File: src/inc/tcbd_defs.svh
// constants of the transport command block decoder
// assumes it is included by bare name from the package and the design files
`ifndef TCBD_DEFS_SVH
`define TCBD_DEFS_SVH

// function codes, full-duplex category
`define TCBD_FN_XFER 8'h01
`define TCBD_FN_RREAD 8'h02
`define TCBD_FN_DSRSP 8'h03
// function codes, device-control category
`define TCBD_FN_ACQ 8'h08
`define TCBD_FN_REL 8'h09
`define TCBD_FN_ABD 8'h0A
`define TCBD_FN_BDS 8'h0B
`define TCBD_FN_CSET_LO 8'h10
`define TCBD_FN_CSET_HI 8'h6F
// function codes, channel-control category
`define TCBD_FN_CHAN_LO 8'h70
`define TCBD_FN_CHAN_HI 8'h73
// resource selectors
`define TCBD_RES_CLASS 8'h00
`define TCBD_RES_CSET_LO 8'h10
`define TCBD_RES_CSET_HI 8'h7F
// completion codes
`define TCBD_CPL_OK 4'h0
`define TCBD_CPL_DENIED 4'h1
`define TCBD_CPL_ERR_RSV 4'h2
`define TCBD_CPL_ERR_NOMATCH 4'h3
`define TCBD_CPL_ERR_RES 4'h4
// register offsets and fields
`define TCBD_REG_CTRL 4'h0
`define TCBD_REG_STAT 4'h4
`define TCBD_REG_CNT 4'h8
`define TCBD_CTRL_EN 0
`define TCBD_CTRL_CSET 1
`define TCBD_CTRL_RST 2'h1
`define TCBD_STAT_CNT_LSB 8
`define TCBD_STAT_BUSY_LSB 16

`endif

File: src/inc/tcbd_pkg.sv
// types shared by the command block decoder and its resource arbiter
// assumes tcbd_defs.svh sits on the include path
`include "tcbd_defs.svh"

package tcbd_pkg;

  // one command block as delivered by the fetch engine
  typedef struct packed {
    logic [15:0] lcn;
    logic imm;
    logic [7:0] fn;
    logic dir;
    logic ptp;
    logic [3:0] page;
    logic [15:0] size;
    logic [31:0] desc;
    logic [15:0] seq;
    logic wait_b;
    logic accept;
    logic [7:0] sel;
  } tcbd_cmd_t;

  // announced status (read request or direct), also used for discards
  typedef struct packed {
    logic [15:0] lcn;
    logic [15:0] seq;
    logic [15:0] len;
    logic rr;
  } tcbd_ann_t;

  // one outstanding announcement
  typedef struct packed {
    logic v;
    logic rr;
    logic [15:0] lcn;
    logic [15:0] seq;
    logic [15:0] rem;
  } tcbd_pend_t;

  typedef struct packed {
    logic [15:0] lcn;
    logic src;
    logic [7:0] fn;
    logic [3:0] code;
  } tcbd_cpl_t;

  typedef struct packed {
    logic [15:0] lcn;
    logic agent;
    logic dir;
    logic ptp;
    logic [3:0] page;
    logic [15:0] size;
    logic [31:0] desc;
  } tcbd_xfer_t;

  typedef enum logic [1:0] {
    ST_IDLE = 2'b00,
    ST_EXEC = 2'b01,
    ST_WAIT = 2'b11,
    ST_CPL = 2'b10
  } tcbd_fsm_t;

  typedef enum logic [1:0] {
    ROP_NONE = 2'b00,
    ROP_ACQ = 2'b01,
    ROP_REL = 2'b10,
    ROP_ABD = 2'b11
  } tcbd_rop_t;

endpackage

File: src/tcbd_decoder.sv
// transport command block decoder: routes, executes and completes blocks
// assumes one block offered at a time; completion sink never stalls
//
// How it works
// - destination bit clear goes to queued agent, set goes to immediate
// - codes 1,2,3 are transfer, requested read, direct-status response
// - codes 8,9,A,B are acquire, release, abdicate, basic status
// - codes 70 to 73 open and close channels; 74 to 7F reserved
// - parameter area read per function code and enabled control set
// - transfer takes buffer fields and direction from the block
// - target tracks delivered bytes; buffer may be shorter than announced
// - matching direct-status response cancels request and discards its data
// - acquire completes at once, or with wait set only on success or a refused selector
// - selector 0 is class resource; 1 to F reserved; only the first NRES-1 set selectors from 10 are mapped
// - contention on each resource arbitrated, one owner at a time
// - abdicate accept one gives the resource up, zero refuses
// - every block carries a logical channel number used for matching
// - completion source bit zero for queued, one for immediate agent
// - read-request and direct-status announcements are answered by blocks
//
// Design decisions made here: the register addresses and the address-and-strobe port.
`include "tcbd_defs.svh"
`timescale 1ns/1ps
`default_nettype none

module tcbd_decoder
  import tcbd_pkg::*;
#(
  parameter int DEPTH = 4,
  parameter int NRES = 4
) (
  input wire logic i_clk_sys,
  input wire logic i_rst_b,
  input wire logic i_cmd_valid,
  input wire tcbd_cmd_t i_cmd,
  output logic o_cmd_ready,
  input wire logic i_ann_valid,
  input wire tcbd_ann_t i_ann,
  output logic o_ann_ready,
  output logic o_xfer_valid,
  output tcbd_xfer_t o_xfer,
  input wire logic i_xfer_done,
  output logic o_cpl_valid,
  output tcbd_cpl_t o_cpl,
  output logic o_fwd_valid,
  output tcbd_cmd_t o_fwd,
  output logic o_discard_valid,
  output tcbd_ann_t o_discard,
  input wire logic [3:0] i_addr,
  input wire logic [31:0] i_wdata,
  input wire logic i_wr,
  input wire logic i_rd,
  output logic [31:0] o_rdata
);
  localparam int IW = $clog2(DEPTH);

  // the table width and the status field both limit the sizes
  if (DEPTH < 2 || DEPTH > 255 || NRES < 1 || NRES > 8) begin : g_chk
    $error("tcbd_decoder: DEPTH must be 2..255 and NRES 1..8");
  end

  typedef struct packed {
    tcbd_fsm_t fsm;
    tcbd_cmd_t cmd;
    logic cmd_ready;
    logic ann_ready;
    logic xfer_valid;
    tcbd_xfer_t xfer;
    logic cpl_valid;
    tcbd_cpl_t cpl;
    logic fwd_valid;
    logic discard_valid;
    tcbd_ann_t discard;
    logic [1:0] ctrl;
    logic [15:0] n_done;
    logic [15:0] n_err;
    logic [31:0] rdata;
    tcbd_pend_t [DEPTH-1:0] pend;
  } tcbd_st_t;

  tcbd_st_t st;
  tcbd_st_t next_st;
  tcbd_rop_t res_op;
  logic res_ok;
  logic res_bad;
  logic [NRES-1:0] res_busy;
  logic [IW:0] m_rr;
  logic [IW:0] m_any;
  logic [15:0] rr_len;

  // tag lookup by channel and sequence; rr_only skips direct status
  function automatic logic [IW:0] find_pend(input tcbd_pend_t [DEPTH-1:0] p,
                                            input logic [15:0] lcn,
                                            input logic [15:0] seq,
                                            input logic rr_only);
    logic [IW:0] r;
    r = '0;
    for (int i = DEPTH - 1; i >= 0; i--) begin
      if (p[i].v && p[i].lcn == lcn && p[i].seq == seq &&
          (p[i].rr || !rr_only)) begin
        r = {1'b1, IW'(i)};
      end
    end
    return r;
  endfunction

  // first free slot of the table, with a found flag on top
  function automatic logic [IW:0] find_free(input tcbd_pend_t [DEPTH-1:0] p);
    logic [IW:0] r;
    r = '0;
    for (int i = DEPTH - 1; i >= 0; i--) begin
      if (!p[i].v) begin
        r = {1'b1, IW'(i)};
      end
    end
    return r;
  endfunction

  function automatic logic [7:0] count_pend(input tcbd_pend_t [DEPTH-1:0] p);
    logic [7:0] n;
    n = 8'h00;
    for (int i = 0; i < DEPTH; i++) begin
      n = n + {7'h00, p[i].v};
    end
    return n;
  endfunction

  // reserved codes; control-set codes count as reserved when no set is on
  function automatic logic fn_reserved(input logic [7:0] fn,
                                       input logic cset_on);
    logic r;
    r = 1'b0;
    if (fn == 8'h00 || (fn > `TCBD_FN_DSRSP && fn < `TCBD_FN_ACQ)) begin
      r = 1'b1;
    end else if (fn > `TCBD_FN_BDS && fn < `TCBD_FN_CSET_LO) begin
      r = 1'b1;
    end else if (fn >= `TCBD_FN_CSET_LO && fn <= `TCBD_FN_CSET_HI) begin
      r = !cset_on;
    end else if (fn > `TCBD_FN_CHAN_HI) begin
      r = 1'b1;
    end
    return r;
  endfunction

  assign m_rr = find_pend(st.pend, st.cmd.lcn, st.cmd.seq, 1'b1);
  assign m_any = find_pend(st.pend, st.cmd.lcn, st.cmd.seq, 1'b0);
  // deliver no more than is still owed on the announcement
  assign rr_len = (st.cmd.size < st.pend[m_rr[IW-1:0]].rem) ?
                  st.cmd.size : st.pend[m_rr[IW-1:0]].rem;

  // resource operation is a pure function of registered state
  always_comb begin
    res_op = ROP_NONE;
    if (st.fsm == ST_EXEC && !st.cmd.imm | st.cmd.imm) begin
      case (st.cmd.fn)
        `TCBD_FN_ACQ: res_op = ROP_ACQ;
        `TCBD_FN_REL: res_op = ROP_REL;
        `TCBD_FN_ABD: res_op = st.cmd.accept ? ROP_ABD : ROP_NONE;
        default: res_op = ROP_NONE;
      endcase
    end
    if (st.fsm != ST_EXEC) begin
      res_op = ROP_NONE;
    end
    if (st.fsm == ST_WAIT && !st.xfer_valid) begin
      res_op = ROP_ACQ; // retry a waiting acquire every cycle
    end
  end

  tcbd_res_arb #(
    .NRES(NRES)
  ) u_res (
    .i_clk_sys(i_clk_sys),
    .i_rst_b(i_rst_b),
    .i_op(res_op),
    .i_sel(st.cmd.sel),
    .i_lcn(st.cmd.lcn),
    .o_ok(res_ok),
    .o_bad(res_bad),
    .o_busy(res_busy)
  );

  // decode, execution, table upkeep and register access
  always_comb begin
    logic [IW:0] slot;
    next_st = st;
    slot = '0;
    next_st.cpl_valid = 1'b0;
    next_st.fwd_valid = 1'b0;
    next_st.discard_valid = 1'b0;
    next_st.rdata = 32'h0000_0000;
    case (st.fsm)
      ST_IDLE: begin
        if (i_cmd_valid && st.cmd_ready) begin
          next_st.cmd = i_cmd;
          next_st.fsm = ST_EXEC;
        end
      end
      ST_EXEC: begin
        next_st.fsm = ST_CPL;
        next_st.cpl_valid = 1'b1;
        next_st.cpl.lcn = st.cmd.lcn;
        next_st.cpl.src = st.cmd.imm;
        next_st.cpl.fn = st.cmd.fn;
        next_st.cpl.code = `TCBD_CPL_OK;
        next_st.xfer.lcn = st.cmd.lcn;
        next_st.xfer.agent = st.cmd.imm;
        next_st.xfer.dir = st.cmd.dir;
        next_st.xfer.ptp = st.cmd.ptp;
        next_st.xfer.page = st.cmd.page;
        next_st.xfer.size = st.cmd.size;
        next_st.xfer.desc = st.cmd.desc;
        if (fn_reserved(st.cmd.fn, st.ctrl[`TCBD_CTRL_CSET])) begin
          next_st.cpl.code = `TCBD_CPL_ERR_RSV;
        end else if (st.cmd.fn == `TCBD_FN_XFER) begin
          next_st.cpl_valid = 1'b0;
          next_st.xfer_valid = 1'b1;
          next_st.fsm = ST_WAIT;
        end else if (st.cmd.fn == `TCBD_FN_RREAD) begin
          if (m_rr[IW]) begin
            next_st.cpl_valid = 1'b0;
            next_st.xfer_valid = 1'b1;
            next_st.xfer.size = rr_len;
            next_st.fsm = ST_WAIT;
            next_st.pend[m_rr[IW-1:0]].rem =
              st.pend[m_rr[IW-1:0]].rem - rr_len;
            if (st.pend[m_rr[IW-1:0]].rem == rr_len) begin
              next_st.pend[m_rr[IW-1:0]].v = 1'b0;
            end
          end else begin
            next_st.cpl.code = `TCBD_CPL_ERR_NOMATCH;
          end
        end else if (st.cmd.fn == `TCBD_FN_DSRSP) begin
          if (m_any[IW]) begin
            next_st.pend[m_any[IW-1:0]].v = 1'b0;
            next_st.discard_valid = st.pend[m_any[IW-1:0]].rr;
            next_st.discard.lcn = st.pend[m_any[IW-1:0]].lcn;
            next_st.discard.seq = st.pend[m_any[IW-1:0]].seq;
            next_st.discard.len = st.pend[m_any[IW-1:0]].rem;
            next_st.discard.rr = st.pend[m_any[IW-1:0]].rr;
          end else begin
            next_st.cpl.code = `TCBD_CPL_ERR_NOMATCH;
          end
        end else if (st.cmd.fn == `TCBD_FN_ACQ) begin
          if (res_bad) begin
            next_st.cpl.code = `TCBD_CPL_ERR_RES;
          end else if (!res_ok && st.cmd.wait_b) begin
            next_st.cpl_valid = 1'b0;
            next_st.fsm = ST_WAIT;
          end else if (!res_ok) begin
            next_st.cpl.code = `TCBD_CPL_DENIED;
          end
        end else if (st.cmd.fn == `TCBD_FN_REL ||
                     (st.cmd.fn == `TCBD_FN_ABD && st.cmd.accept)) begin
          if (res_bad) begin
            next_st.cpl.code = `TCBD_CPL_ERR_RES;
          end
        end else if (st.cmd.fn != `TCBD_FN_ABD) begin
          next_st.fwd_valid = 1'b1;
        end
      end
      ST_WAIT: begin
        if (st.xfer_valid) begin
          if (i_xfer_done) begin
            next_st.xfer_valid = 1'b0;
            next_st.cpl_valid = 1'b1;
            next_st.fsm = ST_CPL;
          end
        end else if (res_ok || res_bad) begin
          next_st.cpl_valid = 1'b1;
          next_st.cpl.code = res_ok ? `TCBD_CPL_OK : `TCBD_CPL_ERR_RES;
          next_st.fsm = ST_CPL;
        end
      end
      ST_CPL: begin
        next_st.fsm = ST_IDLE;
      end
      default: begin
        next_st.fsm = ST_IDLE;
      end
    endcase

    // announcements fill a slot that survives this cycle's clears
    if (i_ann_valid && st.ann_ready) begin
      slot = find_free(next_st.pend);
      next_st.pend[slot[IW-1:0]].v = slot[IW];
      next_st.pend[slot[IW-1:0]].rr = i_ann.rr;
      next_st.pend[slot[IW-1:0]].lcn = i_ann.lcn;
      next_st.pend[slot[IW-1:0]].seq = i_ann.seq;
      next_st.pend[slot[IW-1:0]].rem = i_ann.len;
    end
    next_st.ann_ready = find_free(next_st.pend) >> IW != '0;

    // register writes; a same-cycle completion is counted after a counter clear
    if (i_wr) begin
      case (i_addr)
        `TCBD_REG_CTRL: next_st.ctrl = i_wdata[1:0];
        `TCBD_REG_CNT: begin
          next_st.n_done = 16'h0000;
          next_st.n_err = 16'h0000;
        end
        default: begin
        end
      endcase
    end
    if (next_st.cpl_valid) begin
      if (next_st.cpl.code == `TCBD_CPL_OK) begin
        next_st.n_done = next_st.n_done + 16'h0001;
      end else begin
        next_st.n_err = next_st.n_err + 16'h0001;
      end
    end
    if (i_rd) begin
      case (i_addr)
        `TCBD_REG_CTRL: next_st.rdata = {30'h0, st.ctrl};
        `TCBD_REG_STAT: begin
          next_st.rdata[1:0] = st.fsm;
          next_st.rdata[`TCBD_STAT_CNT_LSB +: 8] = count_pend(st.pend);
          next_st.rdata[`TCBD_STAT_BUSY_LSB +: NRES] = res_busy;
        end
        `TCBD_REG_CNT: next_st.rdata = {st.n_err, st.n_done};
        default: next_st.rdata = 32'h0000_0000;
      endcase
    end

    // a disabled decoder finishes its block but takes no new one
    next_st.cmd_ready = next_st.fsm == ST_IDLE && next_st.ctrl[`TCBD_CTRL_EN];
  end

  always_ff @(posedge i_clk_sys or negedge i_rst_b) begin
    if (!i_rst_b) begin
      st <= '0;
      st.ctrl <= `TCBD_CTRL_RST;
    end else begin
      st <= next_st;
    end
  end

  // outputs are state fields, so all of them come from flip-flops
  assign o_cmd_ready = st.cmd_ready;
  assign o_ann_ready = st.ann_ready;
  assign o_xfer_valid = st.xfer_valid;
  assign o_xfer = st.xfer;
  assign o_cpl_valid = st.cpl_valid;
  assign o_cpl = st.cpl;
  assign o_fwd_valid = st.fwd_valid;
  assign o_fwd = st.cmd;
  assign o_discard_valid = st.discard_valid;
  assign o_discard = st.discard;
  assign o_rdata = st.rdata;
endmodule

`default_nettype wire

File: src/tcbd_res_arb.sv
// device resource arbiter: one owner channel per resource slot
// assumes one operation per cycle; answers in the same cycle
`include "tcbd_defs.svh"
`timescale 1ns/1ps
`default_nettype none

module tcbd_res_arb
  import tcbd_pkg::*;
#(
  parameter int NRES = 4
) (
  input wire logic i_clk_sys,
  input wire logic i_rst_b,
  input wire tcbd_rop_t i_op,
  input wire logic [7:0] i_sel,
  input wire logic [15:0] i_lcn,
  output logic o_ok,
  output logic o_bad,
  output logic [NRES-1:0] o_busy
);
  localparam int SW = (NRES > 1) ? $clog2(NRES) : 1;

  typedef struct packed {
    logic [NRES-1:0] busy;
    logic [NRES-1:0][15:0] owner;
  } tcbd_arb_st_t;

  tcbd_arb_st_t st;
  tcbd_arb_st_t next_st;
  logic [SW:0] map;
  logic mine;

  // slot 0 is the class resource, slots above map the control-set range
  function automatic logic [SW:0] sel_slot(input logic [7:0] sel);
    logic [SW:0] r;
    int s;
    r = '0;
    s = int'(sel) - 15;
    if (sel == `TCBD_RES_CLASS) begin
      r = {1'b1, SW'(0)};
    end else if (sel >= `TCBD_RES_CSET_LO && sel <= `TCBD_RES_CSET_HI &&
                 s < NRES) begin
      r = {1'b1, SW'(s)};
    end
    return r;
  endfunction

  assign map = sel_slot(i_sel);
  assign mine = st.busy[map[SW-1:0]] && st.owner[map[SW-1:0]] == i_lcn;
  assign o_busy = st.busy;

  // single owner per slot; reserved selectors are refused
  always_comb begin
    next_st = st;
    o_ok = 1'b0;
    o_bad = 1'b0;
    case (i_op)
      ROP_ACQ: begin
        if (!map[SW]) begin
          o_bad = 1'b1;
        end else if (!st.busy[map[SW-1:0]] || mine) begin
          o_ok = 1'b1;
          next_st.busy[map[SW-1:0]] = 1'b1;
          next_st.owner[map[SW-1:0]] = i_lcn;
        end
      end
      ROP_REL, ROP_ABD: begin
        if (map[SW] && mine) begin
          o_ok = 1'b1;
          next_st.busy[map[SW-1:0]] = 1'b0;
        end else begin
          o_bad = 1'b1;
        end
      end
      default: begin
      end
    endcase
  end

  always_ff @(posedge i_clk_sys or negedge i_rst_b) begin
    if (!i_rst_b) begin
      st <= '0;
    end else begin
      st <= next_st;
    end
  end
endmodule

`default_nettype wire

File: config.mk
export PLATFORM = sky130hd
export DESIGN_NAME = tcbd_decoder
export DESIGN_NICKNAME = d
export VERILOG_FILES = /design/src/inc/tcbd_pkg.sv /design/src/tcbd_decoder.sv /design/src/tcbd_res_arb.sv
export VERILOG_INCLUDE_DIRS = /design/src /design/src/inc
export SDC_FILE = /design/constraint.sdc
export NUM_CORES = 2
export LEC_CHECK = 0
export BUFFER_PORTS_ARGS = -buffer_cell sky130_fd_sc_hd__buf_4
export CAP_MARGIN = 5
export CORE_ASPECT_RATIO = 0.8
export CORE_MARGIN = 5
export CORE_UTILIZATION = 62
export CTS_CLUSTER_SIZE = 20
export DETAILED_ROUTE_END_ITERATION = 8
export PLACE_DENSITY = 0.86
export SLEW_MARGIN = 25
export SYNTH_ARGS = -nofsm -noshare
export SYNTH_HDL_FRONTEND = slang
export SYNTH_SLANG_ARGS = --single-unit
File: constraint.sdc
create_clock -name i_clk_sys -period 12.7 [get_ports i_clk_sys]
set_input_delay 0.635 -clock i_clk_sys [delete_from_list [all_inputs] [get_ports i_clk_sys]]
set_output_delay 0.635 -clock i_clk_sys [all_outputs]
set_load 0.02 [all_outputs]
==> out/metrics.yaml <==
timing:
  hold_viol_final: 0
  layout_min_cycle_time_ns: 10.85
  relSlewSlack_pct: 25.9
  max_freq_mhz: 92.2
  worst_pin_slew_ns: 1.11
  clock_skew_ns: 0.0170
  fin_setup_tns_ns: 0
  rsz0062_at_grt: "no"
  slew_viol_final: 0
  finalCritPeriodShare_pct: 85.4
  finalSetupViolCount: 0
layout:
  final_common_cell: "nand2_1"
  nets: 3507
  layout_common_cells: "nand2_1 (613), dfrtp_1 (578), buf_4 (486)"
  syn_to_final_growth_pct: 12.1
  drive_gt1_share_pct: 28.2
  utilization_pct: 69.8
yosys:
  yosys_register_bits: 579
  synth_top_family_by_area: "multiplexers"
  synth_area_leaders: "dfrtp_1 (46%), mux2_2 (9.4%), nand2_1 (7.3%), buf_4 (6.9%), mux2i_1 (3.7%)"
  yosys.area_share.adder_pct: 1.55
  syn_nets: 3423
  synth_top_area_share_pct: 45.8
  synth-compound-area-share_pct: 8.51
  syn_area_per_cell_sq_um: 9.91
  synthXorXnorAreaFrac_pct: 4.93
  synth-edff-count: 0
  ys_seq_area_share_pct: 45.9
  synthSimpleGateAreaFrac_pct: 14.4
  yosysWarnings: 0
  async_reset_ff_share_pct: 100
  synth_cell_type_count: 87
  synth_ff_type: "dfrtp_1"
  synthesis.area_sq_um: 31600
  syn-instance-count: 3188
  muxShareOfSynthArea_pct: 14.8
  synth_top_area_cell: "dfrtp_1"
critical_path:
  cp-startpoint: "o_fwd[92]"
  critPathKind: "reg2reg"
  r2r_cells: 27
  cp.arrival_ns: 11.34
  cp.required_ns: 13.20
  startpoint_type: "flop"
  regToRegSetupSlack_ns: 1.85
  endpoint_kind: "flop"
  r2r_end: "st[186]"
  r2r-start: "o_fwd[92]"
  critPathMaxFanout: 48
global_route:
  top_usage_layer: "met2"
  grt_max_degree: 100
  grt_pass1_vias: 24400
  use_met2_pct: 50.5
  antenna_found_initial: 6
  grtUsageMet1_pct: 41.7
  grt.met3_usage_pct: 6.79
  track_usage_pct: 31.0
  grt_pass1_wl_um: 139000
  overflow: 0
clock_network:
  cts_buffers: 57
  clockRootBuffer: "clkbuf_16"
  cts.sinks: 579
  post_cts_resized: 0
  clkTransAtPathRegs_ns: 0.06
  cts_tree: "yes"
  htree_num_levels: 2
  ctsHoldBuffers: 0
  cts_buffer_depth: 3
  worstSkewPairLatency_ns: 0.62
  post-cts-setup-buffers: 0
power:
  powerDensity_nw_per_um2: 230
  finalPower_mw: 8.15
  p_leak_nw: 17.3
  vdd_drop_max_mv: 0.224
run:
  maxCapViolCount: 0
floorplan:
  io_pins: 489
  dieHeight_um: 212
  fp.dieW_um: 262
  start_util_pct: 62.3
  coreArea_sq_um: 50700
  die-area_sq_um: 55600
  rows: 74
place:
  io_buffer_count: 458
  hpwlAfterDp_um: 63000
  gp_congestion: 0.948
detailed_routing:
  viasPerCell: 6.06
  detailroute.via_count: 24300
  wl_per_cell_um: 22.5
  drcViolationCount: 0
  finalWirelength_um: 90000
  dr.first_iter.drc_count: 2633
  dr.pass1.iters: 6
  antenna_left: 0
worst_hold_path:
  min_path_type: "in2async"
status:
  status: "complete, no violations"
[metrics by stage]
stage	instances	instance area, sq um	hold slack (ns)	worst slack, ns
5_1_grt	4006	35400	0.0790	1.30
3_3_place_gp	3896	33300	0.460	2.77
3_5_place_dp	3896	33300	0.464	2.39
6_report	4006	35400	0.0383	1.85
4_1_cts	4003	35400	0.0482	2.33
2_1_floorplan	3188	31600	0.339	5.03
[final cells by class]
| class | count | area (sq um) |
|---|---|---|
| clock inverter | 24 | 348 |
| sequential | 579 | 14500 |
| antenna | 2 | 5.00 |
| clock buffer | 83 | 1720 |
| multi-input combinational | 2082 | 14100 |
| tap | 684 | 856 |
| timing repair buffer | 491 | 3720 |
| fill | 3630 | 15300 |
| inverter | 61 | 229 |
[cell usage after synthesis, types with 16 or more instances]
master / n
o21ai_0: 193
mux2_2: 264
nor4_1: 35
inv_1: 60
buf_4: 292
ha_1: 36
nor3_1: 32
nand3_1: 81
nor2b_1: 16
mux2i_1: 117
xnor2_1: 52
nand4_1: 26
and2_1: 37
nor2_1: 99
a21o_1: 18
xor2_1: 126
buf_2: 25
nand2_1: 613
mux2_4: 29
a21oi_1: 85
dfrtp_1: 578
clkbuf_1: 133
[flip-flops by register name, indices dropped and copies added (netlist names), 4 cells and up]
signal,flops
o_xfer,54
o_rdata,32
o_fwd,105
u_res.st,64
st,236
u_res.o_busy,4
o_discard,49
o_cpl,29
[layer usage]
layer	wire (um)	share of wire, %	vias up
met4	3360	3.7	6
met1	35300	39	12000
li1	-	-	10700
met2	42800	48	1301
met3	8400	9.3	247
met5	53	0.059	-
[logic make-up (layout without fill, tap and decap cells)]
logic type,Yosys count,count (layout)
other,0,2
flip-flops,579,579
multiplexers,419,419
adder cells (fa/ha/maj),38,38
AO/OA/AOI/OAI,433,433
AND/OR/NAND/NOR,1014,1014
XOR/XNOR,178,178
buffers and inverters,527,659
[worst max-delay path by stage]
stage / end / depth (start not counted) / slack [ns]
after floorplan: st[115] / 40 / 5.03
after global placement: st[190] / 31 / 2.77
after detailed placement: st[178] / 32 / 2.39
after CTS: st[172] / 32 / 2.33
after global routing: st[166] / 32 / 1.30
final: st[186] / 27 / 1.85
[critical path: stages (launching register included)]
cell and delay (ns):
dfrtp_1 0.72, xor2_1 0.32, nor4_1 0.65, nand2_1 0.11, or4_1 0.46, nor2_1 0.28
nand3_1 0.76, o221a_2 0.65, inv_1 0.08, ha_1 0.24, a21o_1 0.17, a21o_1 0.17
a21oi_1 0.23, nand2_1 0.12, nor3_1 0.19, o211ai_1 0.14, a221oi_2 0.73, buf_4 0.36
mux2i_1 0.30, ha_1 0.26, nand4_1 0.21, nor4_1 0.58, nand3_1 0.30, a2111oi_0 0.50
or2_2 0.26, nand4_1 0.77, buf_4 0.68, mux2_2 0.38
[where the power goes]
group | switching, mW | internal, mW
clock | 0.749 | 1.10
sequential | 0.573 | 2.23
combinational | 2.08 | 1.42
total | 3.40 | 4.75
(Power assumes the default switching activity.)
